==> src/core/sre_defs.vh <==
/*
 * Constants for the system-register-interface enable bank: field positions,
 * access encoding, syndrome class and outcome codes.
 * Assumes inclusion by bare name from the design files of this block.
 */
`ifndef SRE_DEFS_VH
`define SRE_DEFS_VH

// ============================================================
// Field positions
`define SRE_BIT_IFACE_EN      0
`define SRE_BIT_FIQ_BYP_DIS   1
`define SRE_BIT_IRQ_BYP_DIS   2
`define SRE_BIT_TRAP_EN       3
`define SRE_REG_W             64

// ============================================================
// Access encoding of the level-1 register
`define SRE_ENC_OP0           2'h3
`define SRE_ENC_OP1           3'h0
`define SRE_ENC_CRN           4'hC
`define SRE_ENC_CRM           4'hC
`define SRE_ENC_OP2           3'h5
// Level-2 register encoding: op1 0b100, CRm 0b1001.
`define SRE_ENC2_OP1          3'h4
`define SRE_ENC2_CRM          4'h9

// ============================================================
// Exception levels and outcomes
`define SRE_EL0               2'h0
`define SRE_EL1               2'h1
`define SRE_EL2               2'h2
`define SRE_EL3               2'h3
`define SRE_SYNDROME_CLASS    6'h18
`define SRE_RES_OK            3'h0
`define SRE_RES_UNDEF         3'h1
`define SRE_RES_TRAP_EL1      3'h2
`define SRE_RES_TRAP_EL2      3'h3
`define SRE_RES_TRAP_EL3      3'h4
`define SRE_RES_NOHIT         3'h5

`endif

==> src/core/sre_bypass.v <==
/*
 * One bypass-disable bit slot with read-as-one when the bypass is absent.
 * Assumes writes are already qualified by the alias decision in the caller.
 */
`timescale 1ns/1ps
`default_nettype none

module sre_bypass #(
    parameter HAS_BYPASS = 1
) (
    input  wire clk,
    input  wire rst,
    input  wire wr_en,
    input  wire wr_bit,
    output wire rd_bit
);
    reg bit_q;

    always @(posedge clk or posedge rst) begin
        if (rst) begin
            bit_q <= 1'b0;
        end else if (wr_en && (HAS_BYPASS != 0)) begin
            bit_q <= wr_bit;
        end
    end

    assign rd_bit = (HAS_BYPASS != 0) ? bit_q : 1'b1;
endmodule

`default_nettype wire

==> src/core/sre_cell.v <==
/*
 * One interface-enable storage cell with read-as-zero gating and a fixed
 * read-as-one option.
 * Assumes the caller supplies the gate and write strobe in the clock domain.
 */
`timescale 1ns/1ps
`default_nettype none

module sre_cell #(
    parameter FIXED_ONE = 0
) (
    input  wire clk,
    input  wire rst,
    input  wire gate_open,
    input  wire wr_en,
    input  wire wr_bit,
    output wire rd_bit
);
    reg bit_q;

    always @(posedge clk or posedge rst) begin
        if (rst) begin
            bit_q <= 1'b0;
        end else if (wr_en && gate_open) begin
            bit_q <= wr_bit;
        end
    end

    // A closed gate reads zero; on reopening the stored value is kept, which
    // is one legal choice for the unknown value.
    assign rd_bit = (FIXED_ONE != 0) ? 1'b1 : (gate_open & bit_q);
endmodule

`default_nettype wire

==> src/core/sre_enable_bank.v <==
/*
 * System-register-interface enable bank for levels 1 and 2.
 * Assumes a processor core presenting one access per cycle with its level,
 * encoding and security state; level-3 bits arrive as inputs from outside.
 */
// What this block does
// Level-1 register is 64 bits; banked Secure/Non-secure when level 3 exists.
// Bit 2 is IRQ bypass disable; one disables bypass.
// Bit 1 is FIQ bypass disable; one disables bypass.
// Level 3, security-disable 0: level-1 bypass bits read level-3 bits only.
// Level 3, security-disable 1, no level 2: read/write level-3 bits.
// No level 3, level 2 present: read level-2 bits, writes ignored.
// Security-disable 1 with level 2: read-only mirror of level-2 bits.
// Missing IRQ or FIQ bypass: bit reads one, writes ignored.
// Warm reset clears bypass bits and interface enable bits.
// Bit 0 zero: other interface registers trap to level 1.
// Bit 0 one enables the interface for the copy's security state.
// Level-3 enable zero: Secure copy reads zero, ignores writes.
// Level-2 or level-3 enable zero: Non-secure copy reads zero.
// Only-sysreg or realm extension: interface enable reads one.
// Fixed-one copies only when higher-level enables are fixed too; the Non-secure copy here needs only the level-2 enable fixed, not level 3.
// Level 0 undefined; level-1 trap to level 2 with class 0x18.
// Secure-state select 0 picks Secure copy, else Non-secure.
// Level-1 register encoding op0 3, op1 0, CRn 12, CRm 12, op2 5.
// Level-2 register 64 bits, bits 63..4 zero, inert without level 2.
// Level-2 bit 3 zero traps level-1 accesses to level 2.
// Level-2 enable zero makes trap bit act as one except on read.
// With level 3, level-2 bypass bits mirror level-3 bits.
`timescale 1ns/1ps
`default_nettype none
`include "sre_defs.vh"

module sre_enable_bank #(
    parameter HAVE_EL3      = 1,
    parameter HAVE_EL2      = 1,
    parameter HAS_IRQ_BYP   = 1,
    parameter HAS_FIQ_BYP   = 1,
    parameter SYSREG_ONLY   = 0,
    parameter REALM_EXT     = 0,
    parameter FIX_EL2_ONE   = 0,
    parameter FIX_EL3_ONE   = 0,
    parameter FIX_NS_ONE    = 0,
    parameter FIX_S_ONE     = 0
) (
    input  wire        clk,
    input  wire        rst,
    input  wire        acc_valid,
    input  wire        acc_write,
    input  wire [1:0]  acc_el,
    input  wire [1:0]  acc_op0,
    input  wire [2:0]  acc_op1,
    input  wire [3:0]  acc_crn,
    input  wire [3:0]  acc_crm,
    input  wire [2:0]  acc_op2,
    input  wire [63:0] acc_wdata,
    input  wire        secure_state_select,
    input  wire        distributor_security_disable,
    input  wire        el2_enabled,
    input  wire        lvl3_iface_en,
    input  wire        lvl3_irq_bypass_disable,
    input  wire        lvl3_fiq_bypass_disable,
    output reg         lvl3_bypass_wr,
    output reg  [1:0]  lvl3_bypass_wdata,
    output reg         acc_done,
    output reg  [2:0]  acc_result,
    output reg  [5:0]  acc_syndrome,
    output reg  [63:0] acc_rdata,
    output reg         iface_en_current,
    output reg         other_sysreg_trap_lvl1,
    output reg         irq_bypass_disable,
    output reg         fiq_bypass_disable
);
    localparam EFF_FIX_NS = (FIX_NS_ONE != 0) && (FIX_EL2_ONE != 0);
    localparam EFF_FIX_S  = (FIX_S_ONE != 0) && (FIX_EL2_ONE != 0) && (FIX_EL3_ONE != 0);
    localparam RAO_ALL    = (SYSREG_ONLY != 0) || (REALM_EXT != 0);

    // ============================================================
    // Helpers
    // Both registers share op0, CRn and op2; only op1 and CRm tell them apart.
    function enc_match;
        input [1:0] op0;
        input [2:0] op1;
        input [3:0] crn;
        input [3:0] crm;
        input [2:0] op2;
        input [2:0] want_op1;
        input [3:0] want_crm;
        begin
            enc_match = (op0 == `SRE_ENC_OP0) && (op1 == want_op1) && (crn == `SRE_ENC_CRN) &&
                        (crm == want_crm) && (op2 == `SRE_ENC_OP2);
        end
    endfunction

    function is_trap;
        input [2:0] res;
        begin
            is_trap = (res == `SRE_RES_TRAP_EL1) || (res == `SRE_RES_TRAP_EL2) ||
                      (res == `SRE_RES_TRAP_EL3);
        end
    endfunction

    // ============================================================
    // Access decode
    wire hit1 = acc_valid &&
                enc_match(acc_op0, acc_op1, acc_crn, acc_crm, acc_op2, `SRE_ENC_OP1, `SRE_ENC_CRM);
    wire hit2 = acc_valid &&
                enc_match(acc_op0, acc_op1, acc_crn, acc_crm, acc_op2, `SRE_ENC2_OP1, `SRE_ENC2_CRM);
    wire el2_live = (HAVE_EL2 != 0) && el2_enabled;
    wire lvl3_gate = (HAVE_EL3 == 0) || lvl3_iface_en;

    // ============================================================
    // Level-2 register storage
    reg  trap_en_q;
    reg  iface2_q;
    wire iface2_rd = (FIX_EL2_ONE != 0 || RAO_ALL) ? 1'b1 : (iface2_q & lvl3_gate);
    // Trap enable acts as one while the level-2 interface is off.
    wire trap_en_eff = trap_en_q | ~iface2_rd;

    // ============================================================
    // Security-state copy selection
    wire sel_secure = (HAVE_EL3 != 0) && !secure_state_select;
    wire gate_s  = lvl3_gate;
    wire gate_ns = lvl3_gate && ((HAVE_EL2 == 0) || iface2_rd);

    // ============================================================
    // Outcome of a level-1 or level-2 register access
    reg [2:0] res1;
    always @* begin
        res1 = `SRE_RES_OK;
        if (acc_el == `SRE_EL0) begin
            res1 = `SRE_RES_UNDEF;
        end else if (acc_el == `SRE_EL1 && el2_live && !trap_en_eff) begin
            res1 = `SRE_RES_TRAP_EL2;
        end else if (acc_el != `SRE_EL3 && HAVE_EL3 != 0 && !lvl3_iface_en) begin
            res1 = `SRE_RES_TRAP_EL3;
        end
    end

    reg [2:0] res2;
    always @* begin
        res2 = `SRE_RES_OK;
        if (acc_el == `SRE_EL0 || acc_el == `SRE_EL1) begin
            res2 = `SRE_RES_UNDEF;
        end else if (acc_el == `SRE_EL2 && HAVE_EL3 != 0 && !lvl3_iface_en) begin
            res2 = `SRE_RES_TRAP_EL3;
        end
    end

    wire wr1 = hit1 && acc_write && res1 == `SRE_RES_OK;
    wire wr2 = hit2 && acc_write && res2 == `SRE_RES_OK && HAVE_EL2 != 0;

    // ============================================================
    // Interface-enable cells of level 1
    wire s_rd;
    wire ns_rd;
    sre_cell #(.FIXED_ONE(EFF_FIX_S || RAO_ALL)) u_cell_s (
        .clk       (clk),
        .rst       (rst),
        .gate_open (gate_s),
        .wr_en     (wr1 && sel_secure),
        .wr_bit    (acc_wdata[`SRE_BIT_IFACE_EN]),
        .rd_bit    (s_rd)
    );
    sre_cell #(.FIXED_ONE(EFF_FIX_NS || RAO_ALL)) u_cell_ns (
        .clk       (clk),
        .rst       (rst),
        .gate_open (gate_ns),
        .wr_en     (wr1 && !sel_secure),
        .wr_bit    (acc_wdata[`SRE_BIT_IFACE_EN]),
        .rd_bit    (ns_rd)
    );
    wire iface1_rd = sel_secure ? s_rd : ns_rd;

    // ============================================================
    // Bypass-disable view shared by both registers
    // Own storage exists only without level 3; otherwise the level-3 bits
    // are the one copy and this block forwards level-2 writes, and level-1 writes only when level 2 is absent, to them while security-disable is one.
    wire byp_rw1 = (HAVE_EL3 != 0) && distributor_security_disable && (HAVE_EL2 == 0);
    wire byp_rw2 = (HAVE_EL3 != 0) && distributor_security_disable;
    wire own_byp1_wr = wr1 && (HAVE_EL3 == 0) && (HAVE_EL2 == 0);
    wire own_byp2_wr = wr2 && (HAVE_EL3 == 0);
    wire irq_own;
    wire fiq_own;
    sre_bypass #(.HAS_BYPASS(HAS_IRQ_BYP)) u_irq (
        .clk    (clk),
        .rst    (rst),
        .wr_en  (own_byp1_wr || own_byp2_wr),
        .wr_bit (acc_wdata[`SRE_BIT_IRQ_BYP_DIS]),
        .rd_bit (irq_own)
    );
    sre_bypass #(.HAS_BYPASS(HAS_FIQ_BYP)) u_fiq (
        .clk    (clk),
        .rst    (rst),
        .wr_en  (own_byp1_wr || own_byp2_wr),
        .wr_bit (acc_wdata[`SRE_BIT_FIQ_BYP_DIS]),
        .rd_bit (fiq_own)
    );
    // without level 3 both registers read the same store.
    wire irq_view = (HAVE_EL3 != 0) ? (lvl3_irq_bypass_disable | (HAS_IRQ_BYP == 0)) : irq_own;
    wire fiq_view = (HAVE_EL3 != 0) ? (lvl3_fiq_bypass_disable | (HAS_FIQ_BYP == 0)) : fiq_own;

    // ============================================================
    // Level-2 storage updates
    always @(posedge clk or posedge rst) begin
        if (rst) begin
            iface2_q  <= 1'b0;
            trap_en_q <= 1'b0;
        end else if (wr2 && lvl3_gate) begin
            iface2_q  <= acc_wdata[`SRE_BIT_IFACE_EN];
            trap_en_q <= acc_wdata[`SRE_BIT_TRAP_EN];
        end
    end

    // ============================================================
    // Next answer and read words
    // Refused or missed accesses keep the data word at zero, so a trap never
    // leaks the state of a copy that the caller may not see.
    reg        lvl3_wr_d;
    reg  [2:0] result_d;
    reg  [5:0] syndrome_d;
    reg  [3:0] rd1_low;
    reg  [3:0] rd2_low;
    reg  [3:0] rdata_low_d;
    always @* begin
        rd1_low = {1'b0, irq_view, fiq_view, iface1_rd};
        rd2_low = 4'h0;
        if (HAVE_EL2 != 0) begin
            rd2_low = {trap_en_q, irq_view, fiq_view, iface2_rd};
        end
    end

    always @* begin
        lvl3_wr_d   = (wr1 && byp_rw1) || (wr2 && byp_rw2);
        result_d    = acc_valid ? `SRE_RES_NOHIT : `SRE_RES_OK;
        syndrome_d  = 6'h00;
        rdata_low_d = 4'h0;
        if (hit1) begin
            result_d = res1;
            if (is_trap(res1)) begin
                syndrome_d = `SRE_SYNDROME_CLASS;
            end
            if (!acc_write && res1 == `SRE_RES_OK) begin
                rdata_low_d = rd1_low;
            end
        end else if (hit2) begin
            result_d = res2;
            if (is_trap(res2)) begin
                syndrome_d = `SRE_SYNDROME_CLASS;
            end
            if (!acc_write && res2 == `SRE_RES_OK) begin
                rdata_low_d = rd2_low;
            end
        end
    end

    // ============================================================
    // Answer and level-3 write-through
    always @(posedge clk or posedge rst) begin
        if (rst) begin
            acc_done               <= 1'b0;
            acc_result             <= `SRE_RES_OK;
            acc_syndrome           <= 6'h00;
            acc_rdata              <= 64'h0000000000000000;
            lvl3_bypass_wr         <= 1'b0;
            lvl3_bypass_wdata      <= 2'h0;
            iface_en_current       <= 1'b0;
            other_sysreg_trap_lvl1 <= 1'b1;
            irq_bypass_disable     <= 1'b0;
            fiq_bypass_disable     <= 1'b0;
        end else begin
            acc_done               <= acc_valid;
            acc_result             <= result_d;
            acc_syndrome           <= syndrome_d;
            acc_rdata              <= {60'h000000000000000, rdata_low_d};
            lvl3_bypass_wr         <= lvl3_wr_d;
            lvl3_bypass_wdata      <= {acc_wdata[`SRE_BIT_IRQ_BYP_DIS], acc_wdata[`SRE_BIT_FIQ_BYP_DIS]};
            iface_en_current       <= iface1_rd;
            other_sysreg_trap_lvl1 <= ~iface1_rd;
            irq_bypass_disable     <= irq_view;
            fiq_bypass_disable     <= fiq_view;
        end
    end
endmodule

`default_nettype wire

==> config.mk <==
export PLATFORM = sky130hd
export DESIGN_NAME = sre_enable_bank
export DESIGN_NICKNAME = d
export VERILOG_FILES = /design/src/core/sre_bypass.v /design/src/core/sre_cell.v /design/src/core/sre_enable_bank.v
export VERILOG_INCLUDE_DIRS = /design/src /design/src/core
export SDC_FILE = /design/constraint.sdc
export NUM_CORES = 1
export LEC_CHECK = 0
export ABC_AREA = 1
export BUFFER_PORTS_ARGS = -buffer_cell sky130_fd_sc_hd__buf_4
export CAP_MARGIN = 30
export CORE_AREA = 2 2 67 69
export DETAILED_ROUTE_END_ITERATION = 6
export DIE_AREA = 0 0 69 71
export PLACE_DENSITY_LB_ADDON = 0.05
export SETUP_SLACK_MARGIN = 0.02
export SLEW_MARGIN = 10
export SYNTH_ARGS = -nofsm -noshare
export SYNTH_HDL_FRONTEND = slang
export SYNTH_SLANG_ARGS = --single-unit
==> constraint.sdc <==
create_clock -name clk -period 1.9 [get_ports clk]
set_clock_uncertainty 0.2 [all_clocks]
set_input_delay 0 -clock clk [delete_from_list [all_inputs] [get_ports clk]]
set_output_delay 0 -clock clk [all_outputs]
set_load 0.02 [all_outputs]
==> impl_metrics.ini <==
[floorplan]
start_util_pct = 36.0
num_rows = 24
die-area_um2 = 4900
die_x_um = 69
core_area_um2 = 4200
io_pins = 173
die_y_um = 71

[pwr]
leakage_nw = 1.09
p_switching_mw = 0.335
p_per_area_nw_per_um2 = 576
pwr-share-comb_pct = 24.8
seqPwrFrac_pct = 38.3
p_int_mw = 0.810
ir_drop_v = 0.000223
clkPwrFrac_pct = 36.9
power.share.switching_pct = 29.2

[clocking]
clk_latency_ps = 260
cts.sinks = 20
cts_inserted_buffers = 3
cts_buffer_depth = 2
clk_pin_slew_ps = 70
htree_num_levels = 1
cts_tree = built
cts_root_buffer = clkbuf_8

[worst_setup_path]
rr_worst_depth = 8
endpoint_kind = flip-flop
crit_type = in2reg
crit_fanout = 4
critPathLaunchType = primary input
worstPathRequired_ps = 1880
arrival_ps = 1740

[timing]
finalSetupViolations = 0
tns_ps = 0
hold_viol_final = 1
whs_ps = -29.5
slew_headroom_pct = 51.4
grt_setup_unrepaired = false
period_share_pct = 93.1
min_period_ps = 1770
tightest_slew_ps = 728
finalMaxSlewViolations = 0
fmax_mhz = 566
layout_setup_ws_ps = 132

[global_route]
grt_use_total_pct = 12.4
antenna_found_initial = 0
grt.overflow.total = 0
grt_max_degree = 21
grt_pass1_wl_um = 4990
grt_pass1_vias = 1113

[logic_synthesis]
synth_edf_count = 0
seq_area_frac_synth_pct = 33.1
syn_area_per_cell_um2 = 7.76
yosysTopAreaCell = buf_4
synth_most_common_cell = buf_4
synth_area_um2 = 1510
ys_dominant_reg_cell = dfrtp_1
yosysWarningCount = 0
ys_types = 25
synthTopCellsByArea = buf_4 32%, dfrtp_1 31%, nand2_1 7.2%
async_flop_share_pct = 100
netlist.area_leader.share_pct = 32.2
ys_seq_elements = 20
synth_cells = 195
synth_commonest_cells = 65 x buf_4, 29 x nand2_1, 19 x dfrtp_1

[route]
viasPerCell = 3.91
wl_per_cell_um = 9.33
drc = 0
first_iter_violations = 33
num_vias = 1251
detail_route.first_pass.iterations = 4
wirelength_um = 2980
ant_nets = 0

[cells_and_area]
fill_cells = 448
layout-drive-gt1-share_pct = 28.4
regArea_um2 = 502
final_nets = 361
syn2layout_area_growth_pct = 31.3
multi_input_area_um2 = 688
n_antenna_cell = 0

[placement]
portBuffers = 48
place_hpwl_um = 2360
post-place-ws_ps = 477
routabilityCongestion = 0.726

[outcome]
violations = negative hold slack
status = finished with violations

[run]
maxCapViolations = 0

[hold_path]
whs_path_depth = 6
worstHoldPathType = in2reg
==> per-layer routing <==
layer,GRT usage [%],vias up,share of wire (%)
li1,-,622,-
met1,16.4,552,41
met2,20.0,73,47
met3,2.99,4,11
met4,3.92,0,1.0
met5,0,-,0
==> power groups by stage <==
stage          Sequential [mW]  Combinational [mW]  Clock (mW)
6_report                 0.438               0.284       0.423
4_1_cts                  0.438               0.280       0.434
2_1_floorplan            0.460               0.255           0
3_5_place_dp             0.447               0.249           0
3_3_place_gp             0.447               0.249           0
5_1_grt                  0.439               0.308       0.456
==> layout make-up <==
cell class                 count  share of cell area [%]
multi-input combinational    152                    34.6
timing repair buffer          71                    29.3
sequential                    20                    25.2
inverter                      21                    3.96
tap                           52                    3.27
clock buffer                   3                    2.08
clock inverter                 1                    1.51
==> metrics by stage <==
| stage | total power [mW] | cells | hold slack, ps | cell area, µm² | utilization (%) |
|---|---|---|---|---|---|
| 3_3_place_gp | 0.696 | 293 | -90.8 | 1690 | 40.1 |
| 3_5_place_dp | 0.696 | 293 | -86.1 | 1690 | 40.1 |
| 6_report | 1.14 | 320 | -29.5 | 1990 | 47.3 |
| 2_1_floorplan | 0.715 | 258 | -237 | 1750 | - |
| 5_1_grt | 1.20 | 320 | 1.96 | 1990 | 47.3 |
| 4_1_cts | 1.15 | 318 | 1.44 | 1970 | 46.8 |
==> critical path, stage by stage <==
cell and delay (ps):
dlygate4sd3_1 530, buf_4 120, nand3_2 100, nor3_1 190, nand3_1 90, dlygate4sd3_1 560, a21oi_1 150
==> logic make-up (layout without fill, tap and decap cells) <==
family,Yosys count,after routing,share of synthesized area [%]
buffers and inverters,86,96,37.4
AND/OR/NAND/NOR,80,80,26.2
flip-flops,20,20,33.1
AO/OA/AOI/OAI,8,8,2.98
other,1,64,0.248
==> flip-flops by register name, indices dropped and copies added (netlist names) <==
register	flops
acc_done	1
acc_rdata	4
acc_result	3
acc_syndrome	1
fiq_bypass_disable	1
iface2_q	1
iface_en_current	1
irq_bypass_disable	1
lvl3_bypass_wdata	2
lvl3_bypass_wr	1
other_sysreg_trap_lvl1	1
trap_en_q	1
u_cell_ns.bit_q	1
u_cell_s.bit_q	1
==> what timing repair did <==
action,in CTS,in global routing
resized for setup,0,1
hold buffers,21,0
endpoints found under the hold margin,38,0
buffers inserted,0,3
setup endpoints to repair,0,1
==> worst paths after layout <==
kind                                       from                     end  slack [ps]
worst max-delay path                  acc_valid           acc_result[0]         130
worst min-delay path                 acc_op2[1]            acc_rdata[3]         -30
worst max register to register         iface2_q          u_cell_s.bit_q         480
worst min register to register  u_cell_ns.bit_q  other_sysreg_trap_lvl1         280
max in group asynchronous                   rst               trap_en_q         820
min in group asynchronous                   rst         acc_syndrome[3]         220
==> layout by cell type, fill, tap and decap left out, types with 5 or more instances in the layout <==
master,synthesis,routed
nand3_2,5,5
inv_2,6,6
nand3_1,12,12
buf_4,65,51
conb_1,1,64
nand2_1,29,29
nor2_2,5,5
nor2_1,17,17
dfrtp_1,19,19
inv_1,14,14
dlygate4sd3_1,0,20
Power figures use the tool's default switching activity.
